--- config.mk ---
export PLATFORM = sky130hd
export DESIGN_NAME = tec_timer_event_counter
export DESIGN_NICKNAME = d
export VERILOG_FILES = /design/src/include/tec_pkg.sv /design/src/logic/tec_timer_event_counter.sv
export SDC_FILE = /design/constraint.sdc
export NUM_CORES = 1
export LEC_CHECK = 0
export ABC_AREA = 1
export BUFFER_PORTS_ARGS = -buffer_cell sky130_fd_sc_hd__buf_2
export CORE_AREA = 2 2 125 90
export DETAILED_ROUTE_END_ITERATION = 6
export DIE_AREA = 0 0 127 92
export PLACE_DENSITY = 0.68
export SYNTH_ARGS = -nofsm -noshare
export SYNTH_HDL_FRONTEND = slang
export SYNTH_SLANG_ARGS = --single-unit
--- constraint.sdc ---
create_clock -name clk -period 1.84 [get_ports clk]
set_clock_uncertainty 0.15 [all_clocks]
set_input_delay 0.46 -clock clk [delete_from_list [all_inputs] [get_ports clk]]
set_output_delay 0.46 -clock clk [all_outputs]
set_load 0.01 [all_outputs]
--- src/include/tec_pkg.sv ---
// Constants, field layouts and types for the 16-bit timer/event counter.
// Assumes a byte-wide register port driven by the core.
package tec_pkg;

    // ------------------------------------------------------------
    // Register offsets
    // ------------------------------------------------------------
    localparam logic [7:0] TEC_ADDR_COUNT_HIGH  = 8'h20;
    localparam logic [7:0] TEC_ADDR_COUNT_LOW   = 8'h21;
    localparam logic [7:0] TEC_ADDR_CONTROL     = 8'h22;
    localparam logic [7:0] TEC_ADDR_RELOAD_HIGH = 8'h23;
    localparam logic [7:0] TEC_ADDR_RELOAD_LOW  = 8'h24;
    localparam logic [7:0] TEC_ADDR_CONVERTER   = 8'h25;

    // ------------------------------------------------------------
    // Field positions and reset values
    // ------------------------------------------------------------
    localparam int         TEC_CTRL_EDGE_POS    = 3;
    localparam int         TEC_CTRL_RUN_POS     = 4;
    localparam int         TEC_CTRL_MODE_POS    = 5;
    localparam int         TEC_CONV_SELECT_POS  = 1;
    localparam int         TEC_CONV_OSC_POS     = 4;
    localparam logic [7:0] TEC_CTRL_RESET       = 8'h08;
    localparam logic [7:0] TEC_CONV_RESET       = 8'h80;
    localparam logic [7:0] TEC_CTRL_READ_MASK   = 8'hF8;
    localparam logic [7:0] TEC_CONV_READ_MASK   = 8'hF3;
    localparam logic [15:0] TEC_COUNT_RESET     = 16'h0000;
    localparam logic [15:0] TEC_COUNT_MAX       = 16'hFFFF;

    // ------------------------------------------------------------
    // Timing
    // ------------------------------------------------------------
    localparam int         TEC_PRESCALE_DIV     = 4;
    localparam logic [1:0] TEC_PRESCALE_LAST    = 2'(TEC_PRESCALE_DIV - 1);

    // ------------------------------------------------------------
    // Types
    // ------------------------------------------------------------
    typedef enum logic [2:0] {
        TEC_MODE_SYSCLK   = 3'b000,
        TEC_MODE_SYSCLK4  = 3'b001,
        TEC_MODE_RTC      = 3'b010,
        TEC_MODE_ADCLK    = 3'b011,
        TEC_MODE_EVENT    = 3'b100,
        TEC_MODE_PULSE    = 3'b101,
        TEC_MODE_UNUSED6  = 3'b110,
        TEC_MODE_UNUSED7  = 3'b111
    } tec_mode_type;

    typedef enum logic [1:0] {
        TEC_PW_IDLE    = 2'b00,
        TEC_PW_ARMED   = 2'b01,
        TEC_PW_MEASURE = 2'b10
    } tec_pw_state_type;

    typedef struct packed {
        logic [7:0] addr;
        logic       wr_en;
        logic       rd_en;
        logic [7:0] wdata;
    } tec_bus_type;

    typedef struct packed {
        logic port_a_bit3_latch;
        logic div_freq_option;
        logic counter_interrupt_enable;
        logic flag_clear;
    } tec_sys_type;

endpackage

--- src/logic/tec_timer_event_counter.sv ---
// 16-bit up-counting timer/event counter with preload and divided-frequency output.
// Assumes all inputs are synchronous to clk and the byte port is driven by the core.
//
// Overview of operation
// - Select bit zero makes one 16-bit counter.
// - Preload low write buffers; high write commits both.
// - High read latches low; low read returns buffer.
// - Mode field picks clock source or measurement.
// - Mode in bits 5-7; bit 3 edge.
// - Bit 4 run control enables counting.
// - Control bits 0-2 read as zero.
// - Event mode counts selected external input edges.
// - Count up; overflow reloads, sets request flag.
// - Pulse mode times input level, then stops.
// - Edge started, one measurement per run setting.
// - Pulse mode overflow reloads and requests too.
// - Other modes never clear run bit themselves.
// - Overflow wakes halt; may drive port pin.
// - Interrupt enable zero blocks overflow service.
// - Latch clear enables output; set holds low.
// - Stopped preload write also loads the counter.
// - High byte read blocks the count clock.
// - Counter bytes inaccessible while counting runs.
// - Converter mode bits select the A/D oscillation.
`timescale 1ns/1ps

module tec_timer_event_counter #(
    parameter int COUNT_WIDTH = 16,
    parameter int OSC_INPUTS  = 8
) (
    input  wire logic                      clk,
    input  wire logic                      rstn,
    input  wire tec_pkg::tec_bus_type      bus,
    output      logic [7:0]                rdata,
    input  wire tec_pkg::tec_sys_type      sys,
    input  wire logic                      external_count_input,
    input  wire logic                      rtc_tick,
    input  wire logic [OSC_INPUTS-1:0]     ad_osc_in,
    output      logic                      overflow_request_flag,
    output      logic                      interrupt_request,
    output      logic                      wake_up,
    output      logic                      port_a_bit3
);
    import tec_pkg::*;

    // ------------------------------------------------------------
    // State
    // ------------------------------------------------------------
    logic [COUNT_WIDTH-1:0] counter;
    logic [COUNT_WIDTH-1:0] preload;
    logic [7:0]             low_byte_buffer;
    logic [7:0]             control;
    logic [7:0]             converter_control;
    logic [1:0]             prescale;
    logic                   ext_prev;
    logic                   rtc_prev;
    logic                   osc_prev;
    logic                   div_freq_toggle;
    logic                   overflow_pulse;
    tec_pw_state_type       pw_state;
    tec_pw_state_type       next_pw_state;

    // ------------------------------------------------------------
    // Decode
    // ------------------------------------------------------------
    function automatic logic hit(input logic [7:0] a, input logic [7:0] ref_addr);
        hit = (a == ref_addr);
    endfunction

    function automatic logic [15:0] join_bytes(input logic [7:0] high, input logic [7:0] low);
        join_bytes = {high, low};
    endfunction

    function automatic logic [7:0] guard(input logic blocked, input logic [7:0] value);
        guard = blocked ? 8'h00 : value;
    endfunction

    wire tec_mode_type mode         = tec_mode_type'(control[TEC_CTRL_MODE_POS +: 3]);
    wire logic         run_bit      = control[TEC_CTRL_RUN_POS];
    wire logic         active_edge_select = control[TEC_CTRL_EDGE_POS];
    wire logic         converter_or_timer_select = converter_control[TEC_CONV_SELECT_POS];
    wire logic [3:0]   osc_mode     = converter_control[TEC_CONV_OSC_POS +: 4];

    wire logic locked      = run_bit;
    wire logic timer_form  = !converter_or_timer_select;
    wire logic wr_ctrl     = bus.wr_en && hit(bus.addr, TEC_ADDR_CONTROL);
    wire logic wr_conv     = bus.wr_en && hit(bus.addr, TEC_ADDR_CONVERTER);
    wire logic wr_cnt_hi   = bus.wr_en && !locked && hit(bus.addr, TEC_ADDR_COUNT_HIGH);
    wire logic wr_cnt_lo   = bus.wr_en && !locked && hit(bus.addr, TEC_ADDR_COUNT_LOW);
    wire logic wr_pre_hi   = bus.wr_en && !locked && hit(bus.addr, TEC_ADDR_RELOAD_HIGH);
    wire logic wr_pre_lo   = bus.wr_en && !locked && hit(bus.addr, TEC_ADDR_RELOAD_LOW);
    wire logic rd_cnt_hi   = bus.rd_en && !locked && hit(bus.addr, TEC_ADDR_COUNT_HIGH);
    wire logic rd_cnt_any  = bus.rd_en && hit(bus.addr, TEC_ADDR_COUNT_HIGH);
    wire logic counter_commit = wr_pre_hi || wr_cnt_hi;
    wire logic [15:0] commit_word = join_bytes(bus.wdata, low_byte_buffer);

    // ------------------------------------------------------------
    // Count clock sources
    // ------------------------------------------------------------
    wire logic tick4       = (prescale == TEC_PRESCALE_LAST);
    wire logic rtc_rise    = rtc_tick && !rtc_prev;
    wire logic osc_sel     = !osc_mode[3] && ad_osc_in[osc_mode[2:0]];
    wire logic osc_rise    = osc_sel && !osc_prev;
    wire logic ext_rise    = external_count_input && !ext_prev;
    wire logic ext_fall    = !external_count_input && ext_prev;
    wire logic ext_active  = active_edge_select ? ext_fall : ext_rise;
    wire logic pw_start    = active_edge_select ? ext_rise : ext_fall;
    wire logic pw_end      = active_edge_select ? ext_fall : ext_rise;
    wire logic pulse_mode  = (mode == TEC_MODE_PULSE);
    wire logic measuring   = (pw_state == TEC_PW_MEASURE);

    logic source_tick;
    always_comb begin
        case (mode)
            TEC_MODE_SYSCLK:  source_tick = 1'b1;
            TEC_MODE_SYSCLK4: source_tick = tick4;
            TEC_MODE_RTC:     source_tick = rtc_rise;
            TEC_MODE_ADCLK:   source_tick = osc_rise;
            TEC_MODE_EVENT:   source_tick = ext_active;
            TEC_MODE_PULSE:   source_tick = tick4 && measuring;
            default:          source_tick = 1'b0;
        endcase
    end

    wire logic count_tick = run_bit && timer_form && source_tick && !rd_cnt_any;
    wire logic overflow   = count_tick && (counter == TEC_COUNT_MAX);
    wire logic pw_done    = run_bit && pulse_mode && measuring && pw_end;

    // ------------------------------------------------------------
    // Pulse width measurement sequencer
    // ------------------------------------------------------------
    always_comb begin
        next_pw_state = pw_state;
        case (pw_state)
            TEC_PW_IDLE: begin
                if (run_bit && timer_form && pulse_mode) begin
                    next_pw_state = TEC_PW_ARMED;
                end
            end
            TEC_PW_ARMED: begin
                if (pw_start) begin
                    next_pw_state = TEC_PW_MEASURE;
                end
            end
            TEC_PW_MEASURE: begin
                if (pw_end) begin
                    next_pw_state = TEC_PW_IDLE;
                end
            end
            default: next_pw_state = TEC_PW_IDLE;
        endcase
        if (!run_bit || !pulse_mode || !timer_form) begin
            next_pw_state = TEC_PW_IDLE;
        end
    end

    always_ff @(posedge clk or negedge rstn) begin
        if (!rstn) begin
            pw_state <= TEC_PW_IDLE;
        end else begin
            pw_state <= next_pw_state;
        end
    end

    // ------------------------------------------------------------
    // Edge history and prescaler
    // ------------------------------------------------------------
    always_ff @(posedge clk or negedge rstn) begin
        if (!rstn) begin
            prescale <= 2'h0;
            ext_prev <= 1'b0;
            rtc_prev <= 1'b0;
            osc_prev <= 1'b0;
        end else begin
            prescale <= prescale + 2'h1;
            ext_prev <= external_count_input;
            rtc_prev <= rtc_tick;
            osc_prev <= osc_sel;
        end
    end

    // ------------------------------------------------------------
    // Control and converter registers
    // ------------------------------------------------------------
    always_ff @(posedge clk or negedge rstn) begin
        if (!rstn) begin
            control <= TEC_CTRL_RESET;
        end else if (wr_ctrl) begin
            control <= bus.wdata & TEC_CTRL_READ_MASK;
        end else if (pw_done) begin
            control[TEC_CTRL_RUN_POS] <= 1'b0;
        end
    end

    always_ff @(posedge clk or negedge rstn) begin
        if (!rstn) begin
            converter_control <= TEC_CONV_RESET;
        end else if (wr_conv) begin
            converter_control <= bus.wdata & TEC_CONV_READ_MASK;
        end
    end

    // ------------------------------------------------------------
    // Counter, preload and shared low byte buffer
    // ------------------------------------------------------------
    always_ff @(posedge clk or negedge rstn) begin
        if (!rstn) begin
            low_byte_buffer <= 8'h00;
        end else if (wr_cnt_lo || wr_pre_lo) begin
            low_byte_buffer <= bus.wdata;
        end else if (rd_cnt_hi) begin
            low_byte_buffer <= counter[7:0];
        end
    end

    always_ff @(posedge clk or negedge rstn) begin
        if (!rstn) begin
            preload <= TEC_COUNT_RESET;
        end else if (wr_pre_hi) begin
            preload <= commit_word;
        end
    end

    always_ff @(posedge clk or negedge rstn) begin
        if (!rstn) begin
            counter <= TEC_COUNT_RESET;
        end else if (counter_commit) begin
            counter <= commit_word;
        end else if (overflow) begin
            counter <= preload;
        end else if (count_tick) begin
            counter <= counter + 16'h0001;
        end
    end

    // ------------------------------------------------------------
    // Read port
    // ------------------------------------------------------------
    logic [7:0] read_mux;
    always_comb begin
        read_mux = 8'h00;
        case (bus.addr)
            TEC_ADDR_COUNT_HIGH:  read_mux = guard(locked, counter[15:8]);
            TEC_ADDR_COUNT_LOW:   read_mux = guard(locked, low_byte_buffer);
            TEC_ADDR_CONTROL:     read_mux = control & TEC_CTRL_READ_MASK;
            TEC_ADDR_RELOAD_HIGH: read_mux = guard(locked, preload[15:8]);
            TEC_ADDR_RELOAD_LOW:  read_mux = guard(locked, preload[7:0]);
            TEC_ADDR_CONVERTER:   read_mux = converter_control & TEC_CONV_READ_MASK;
            default:              read_mux = 8'h00;
        endcase
    end

    always_ff @(posedge clk or negedge rstn) begin
        if (!rstn) begin
            rdata <= 8'h00;
        end else if (bus.rd_en) begin
            rdata <= read_mux;
        end
    end

    // ------------------------------------------------------------
    // Overflow flag, wake-up and divided-frequency output
    // ------------------------------------------------------------
    always_ff @(posedge clk or negedge rstn) begin
        if (!rstn) begin
            overflow_request_flag <= 1'b0;
        end else if (overflow) begin
            overflow_request_flag <= 1'b1;
        end else if (sys.flag_clear) begin
            overflow_request_flag <= 1'b0;
        end
    end

    wire logic div_freq_enabled = sys.div_freq_option && !sys.port_a_bit3_latch;
    wire logic div_freq_next    = div_freq_enabled && (overflow ? !div_freq_toggle : div_freq_toggle);

    always_ff @(posedge clk or negedge rstn) begin
        if (!rstn) begin
            overflow_pulse  <= 1'b0;
            div_freq_toggle <= 1'b0;
            port_a_bit3     <= 1'b0;
        end else begin
            overflow_pulse <= overflow;
            if (!div_freq_enabled) begin
                div_freq_toggle <= 1'b0;
            end else if (overflow) begin
                div_freq_toggle <= !div_freq_toggle;
            end
            if (sys.div_freq_option) begin
                port_a_bit3 <= div_freq_next;
            end else begin
                port_a_bit3 <= sys.port_a_bit3_latch;
            end
        end
    end

    assign wake_up           = overflow_pulse;
    assign interrupt_request = overflow_request_flag && sys.counter_interrupt_enable;

endmodule

==> impl_metrics.json <==
{
  "status": "finished, violations left",
  "violations": "negative hold slack, negative setup slack",
  "fin_util": 0.5609,
  "worst-slew-pin-transition_ns": 0.3995,
  "syn_inst": 545,
  "start_util": 0.3865,
  "fin_nets": 732,
  "grt_pass1_wl_um": 21820,
  "grt_setup_unrepaired": "yes",
  "min_period_over_period": 1.120,
  "report.final.slew_viol_count": 0,
  "slew_headroom": 0.7336,
  "placed_cells": 797,
  "diodes": 0,
  "port-buffer-count": 45,
  "post-synth-top-area-cell": "dfrtp_1",
  "cpMostUsedCell": "nor3_4",
  "cts.sinks": 70,
  "critPathKind": "flop to flop",
  "ant_nets": 0,
  "drt_wl_total_um": 13850,
  "ys.flop_type": "dfrtp_1",
  "wl_per_cell_um": 16.55,
  "grt_usage": 0.2420,
  "grt_pass1_vias": 4272,
  "setup_viol": 20,
  "power_density_nw_per_um2": 719.3,
  "grt_max_degree": 71,
  "placed_cell_area_sq_um": 5119,
  "ys_ff_latch": 70,
  "tritoncts": "built",
  "stdcell_area_sq_um": 5973,
  "layout_min_cycle_time_ns": 2.061,
  "avgSynthCellArea_sq_um": 7.553,
  "critPathLaunchType": "flop",
  "core_sq_um": 10650,
  "clock_latency_ns": 0.34,
  "ys_async_sr_fraction": 1.000,
  "pin_count": 46,
  "dieWidth_um": 127,
  "dieArea_sq_um": 11680,
  "end_kind": "flop",
  "crit-reg2reg-launch": "counter[0]",
  "htree_levels": 3,
  "cp.buffers_inverters": 3,
  "cts_root_buf": "clkbuf_16",
  "place.gp.congestion": 0.9965,
  "ir_worst_vdd_mv": 0.4806,
  "placementRows": 32,
  "cp_slowest_cell": "dfrtp_1",
  "drive_gt1_frac": 0.3709,
  "drtIter0Drc": 518,
  "drcViolationCount": 0,
  "drtPass1Iterations": 5,
  "final_cells": 837,
  "synth.most_common_cell": "nand2_1",
  "synth_fp_nets": 581,
  "ys.warnings.count": 0,
  "die_h_um": 92,
  "worst_ep_arrival_time_ns": 2.20,
  "netlist-cell-type-count": 49,
  "via_per_inst": 5.330,
  "critPathLaunch": "counter[0]",
  "holdBufCountCts": 0,
  "synth_edf_count": 0,
  "critical_path.max_stage_delay_ns": 0.41,
  "synth.top_cell.area_share": 0.4134,
  "crit_fanout": 3,
  "ys_seq_area_frac": 0.4261,
  "cts_buffers": 9,
  "clk_path_buf_depth": 2,
  "vias": 4461,
  "hold_class": "primary input to asynchronous set/reset pin",
  "path_cells": "ha_4 > nand3_4 > nor3_4 > nand3_2 > nor2_4 > nand4_4 > nor3_4 > nand2_2 > buf_4 > buf_6 > inv_2",
  "dp.final_hpwl_um": 9988,
  "ys_top_cells_by_area": "dfrtp_1 (41%), nand2_1 (13%), inv_1 (7.0%)",
  "maxCapViolCount": 0,
  "place_ws_ns": -0.3701,
  "crit_required_ns": 1.98,
  "clkTransAtPathRegs_ns": 0.06,
  "setup_slack_ns": -0.2208,
  "fmax_ghz": 0.4852,
  "holdWs_ns": -0.002553,
  "hold_viol": 10,
  "synth_area_sq_um": 4116,
  "synthTopCellsByCount": "nand2_1 (142), inv_1 (77), dfrtp_1 (68), nand3_1 (50), o21ai_0 (44)",
  "grt_antenna_before_repair": 0,
  "p_leak_nw": 3.014,
  "overflow": 0,
  "syn2layout_area_growth_pct": 45.11,
  "cp_top_family": "simple AND/OR/NAND/NOR gates"
}
what timing repair did:
| item | in CTS | in global routing |
|---|---|---|
| buffers inserted | 15 | 15 |
| pin swaps | 25 | 26 |
| cloned | 1 | 0 |
| gates resized for setup | 27 | 73 |
| setup endpoints to repair | 21 | 39 |
cells in the final DEF, fill, tap and decap left out, types with 4 or more instances in the layout:
master / count
o211ai_1: 6
buf_6: 15
dfrtp_1: 66
a221oi_1: 4
inv_2: 10
o21ai_0: 37
buf_2: 46
o21ai_2: 4
nor2_1: 27
nand2_1: 127
nand2_2: 17
nand3_1: 39
clkbuf_16: 9
inv_1: 71
buf_12: 4
nand4_1: 14
nor2_2: 11
o221ai_1: 5
nand3_2: 9
o21ai_1: 7
xor2_1: 11
nor2_4: 5
nor3_1: 9
buf_4: 89
nand3_4: 7
a21oi_1: 6
cell type report:
| class | count | area, sq um |
|---|---|---|
| fill | 936 | 4677 |
| multi-input combinational | 376 | 2248 |
| clock buffer | 9 | 225.2 |
| timing repair buffer | 154 | 1147 |
| sequential | 70 | 1757 |
| clock inverter | 7 | 96.34 |
| tap | 136 | 170.2 |
| inverter | 85 | 329.1 |
worst reg2reg max path: cells and delay by family, from the launching register on:
| family | cells | cell delay (ns) |
|---|---|---|
| adders and majority gates | 1 | 0.19 |
| DFF | 1 | 0.41 |
| and+or+nand+nor | 7 | 0.98 |
| buffers and inverters | 3 | 0.27 |
flip-flops by register name, indices dropped and copies added (netlist names):
signal,cells
converter_control,6
prescale,2
rtc_prev,1
osc_prev,1
div_freq_toggle,1
port_a_bit3,1
preload,16
counter,16
low_byte_buffer,8
pw_state,2
wake_up,1
control,5
rdata,8
overflow_request_flag,1
ext_prev,1
stage by stage:
stage | setup TNS, ns | power, mW | hold WS [ns]
final | -2.830 | 4.297 | -0.002553
after global routing | -4.857 | 4.454 | 0.03990
after CTS | -2.935 | 4.206 | 0.009662
after detailed placement | -15.73 | 2.257 | 0.2697
after global placement | -11.90 | 2.242 | 0.2620
after floorplan | -2.155 | 1.971 | 0.01441
routing by layer:
layer / share of wire / GRT usage / routed length [um] / vias up
li1: - / - / - / 2097
met5: 0 / 0 / 0 / -
met3: 0.072 / 0.06126 / 992 / 29
met4: 0.022 / 0.07601 / 299 / 0
met1: 0.47 / 0.3448 / 6475 / 2150
met2: 0.44 / 0.3616 / 6084 / 185
power breakdown:
part	switching [mW]	internal [mW]	total [mW]	leakage, nW
clock	0.702	1.19	1.89	0.160
sequential	0.0957	1.62	1.72	0.933
combinational	0.377	0.307	0.684	1.92
total	1.17	3.12	4.30	3.01
cell families (layout without fill, tap and decap cells):
family | count (synthesis) | in the layout | share of synthesized area
xor gates and xnor gates | 12 | 12 | 0.02553
AOI/OAI and AO/OA | 84 | 84 | 0.1246
DFF | 70 | 70 | 0.4261
muxes | 1 | 1 | 0.002735
buffers and inverters | 99 | 255 | 0.09970
adders and majority gates | 2 | 2 | 0.006078
and+or+nand+nor | 277 | 277 | 0.3152
path summary, 6_finish.rpt:
path | end | slack, ns | cells after the start
setup / recovery | wake_up | -0.22 | 11
hold / removal | rdata[1] | -0.003 | 2
setup reg to reg | wake_up | -0.22 | 11
hold reg to reg | rdata[4] | 0.34 | 2
max in group asynchronous | converter_control[7] | 1.21 | 2
min in group clk | rtc_prev | 0.09 | 1
Power figures use the tool's default switching activity.
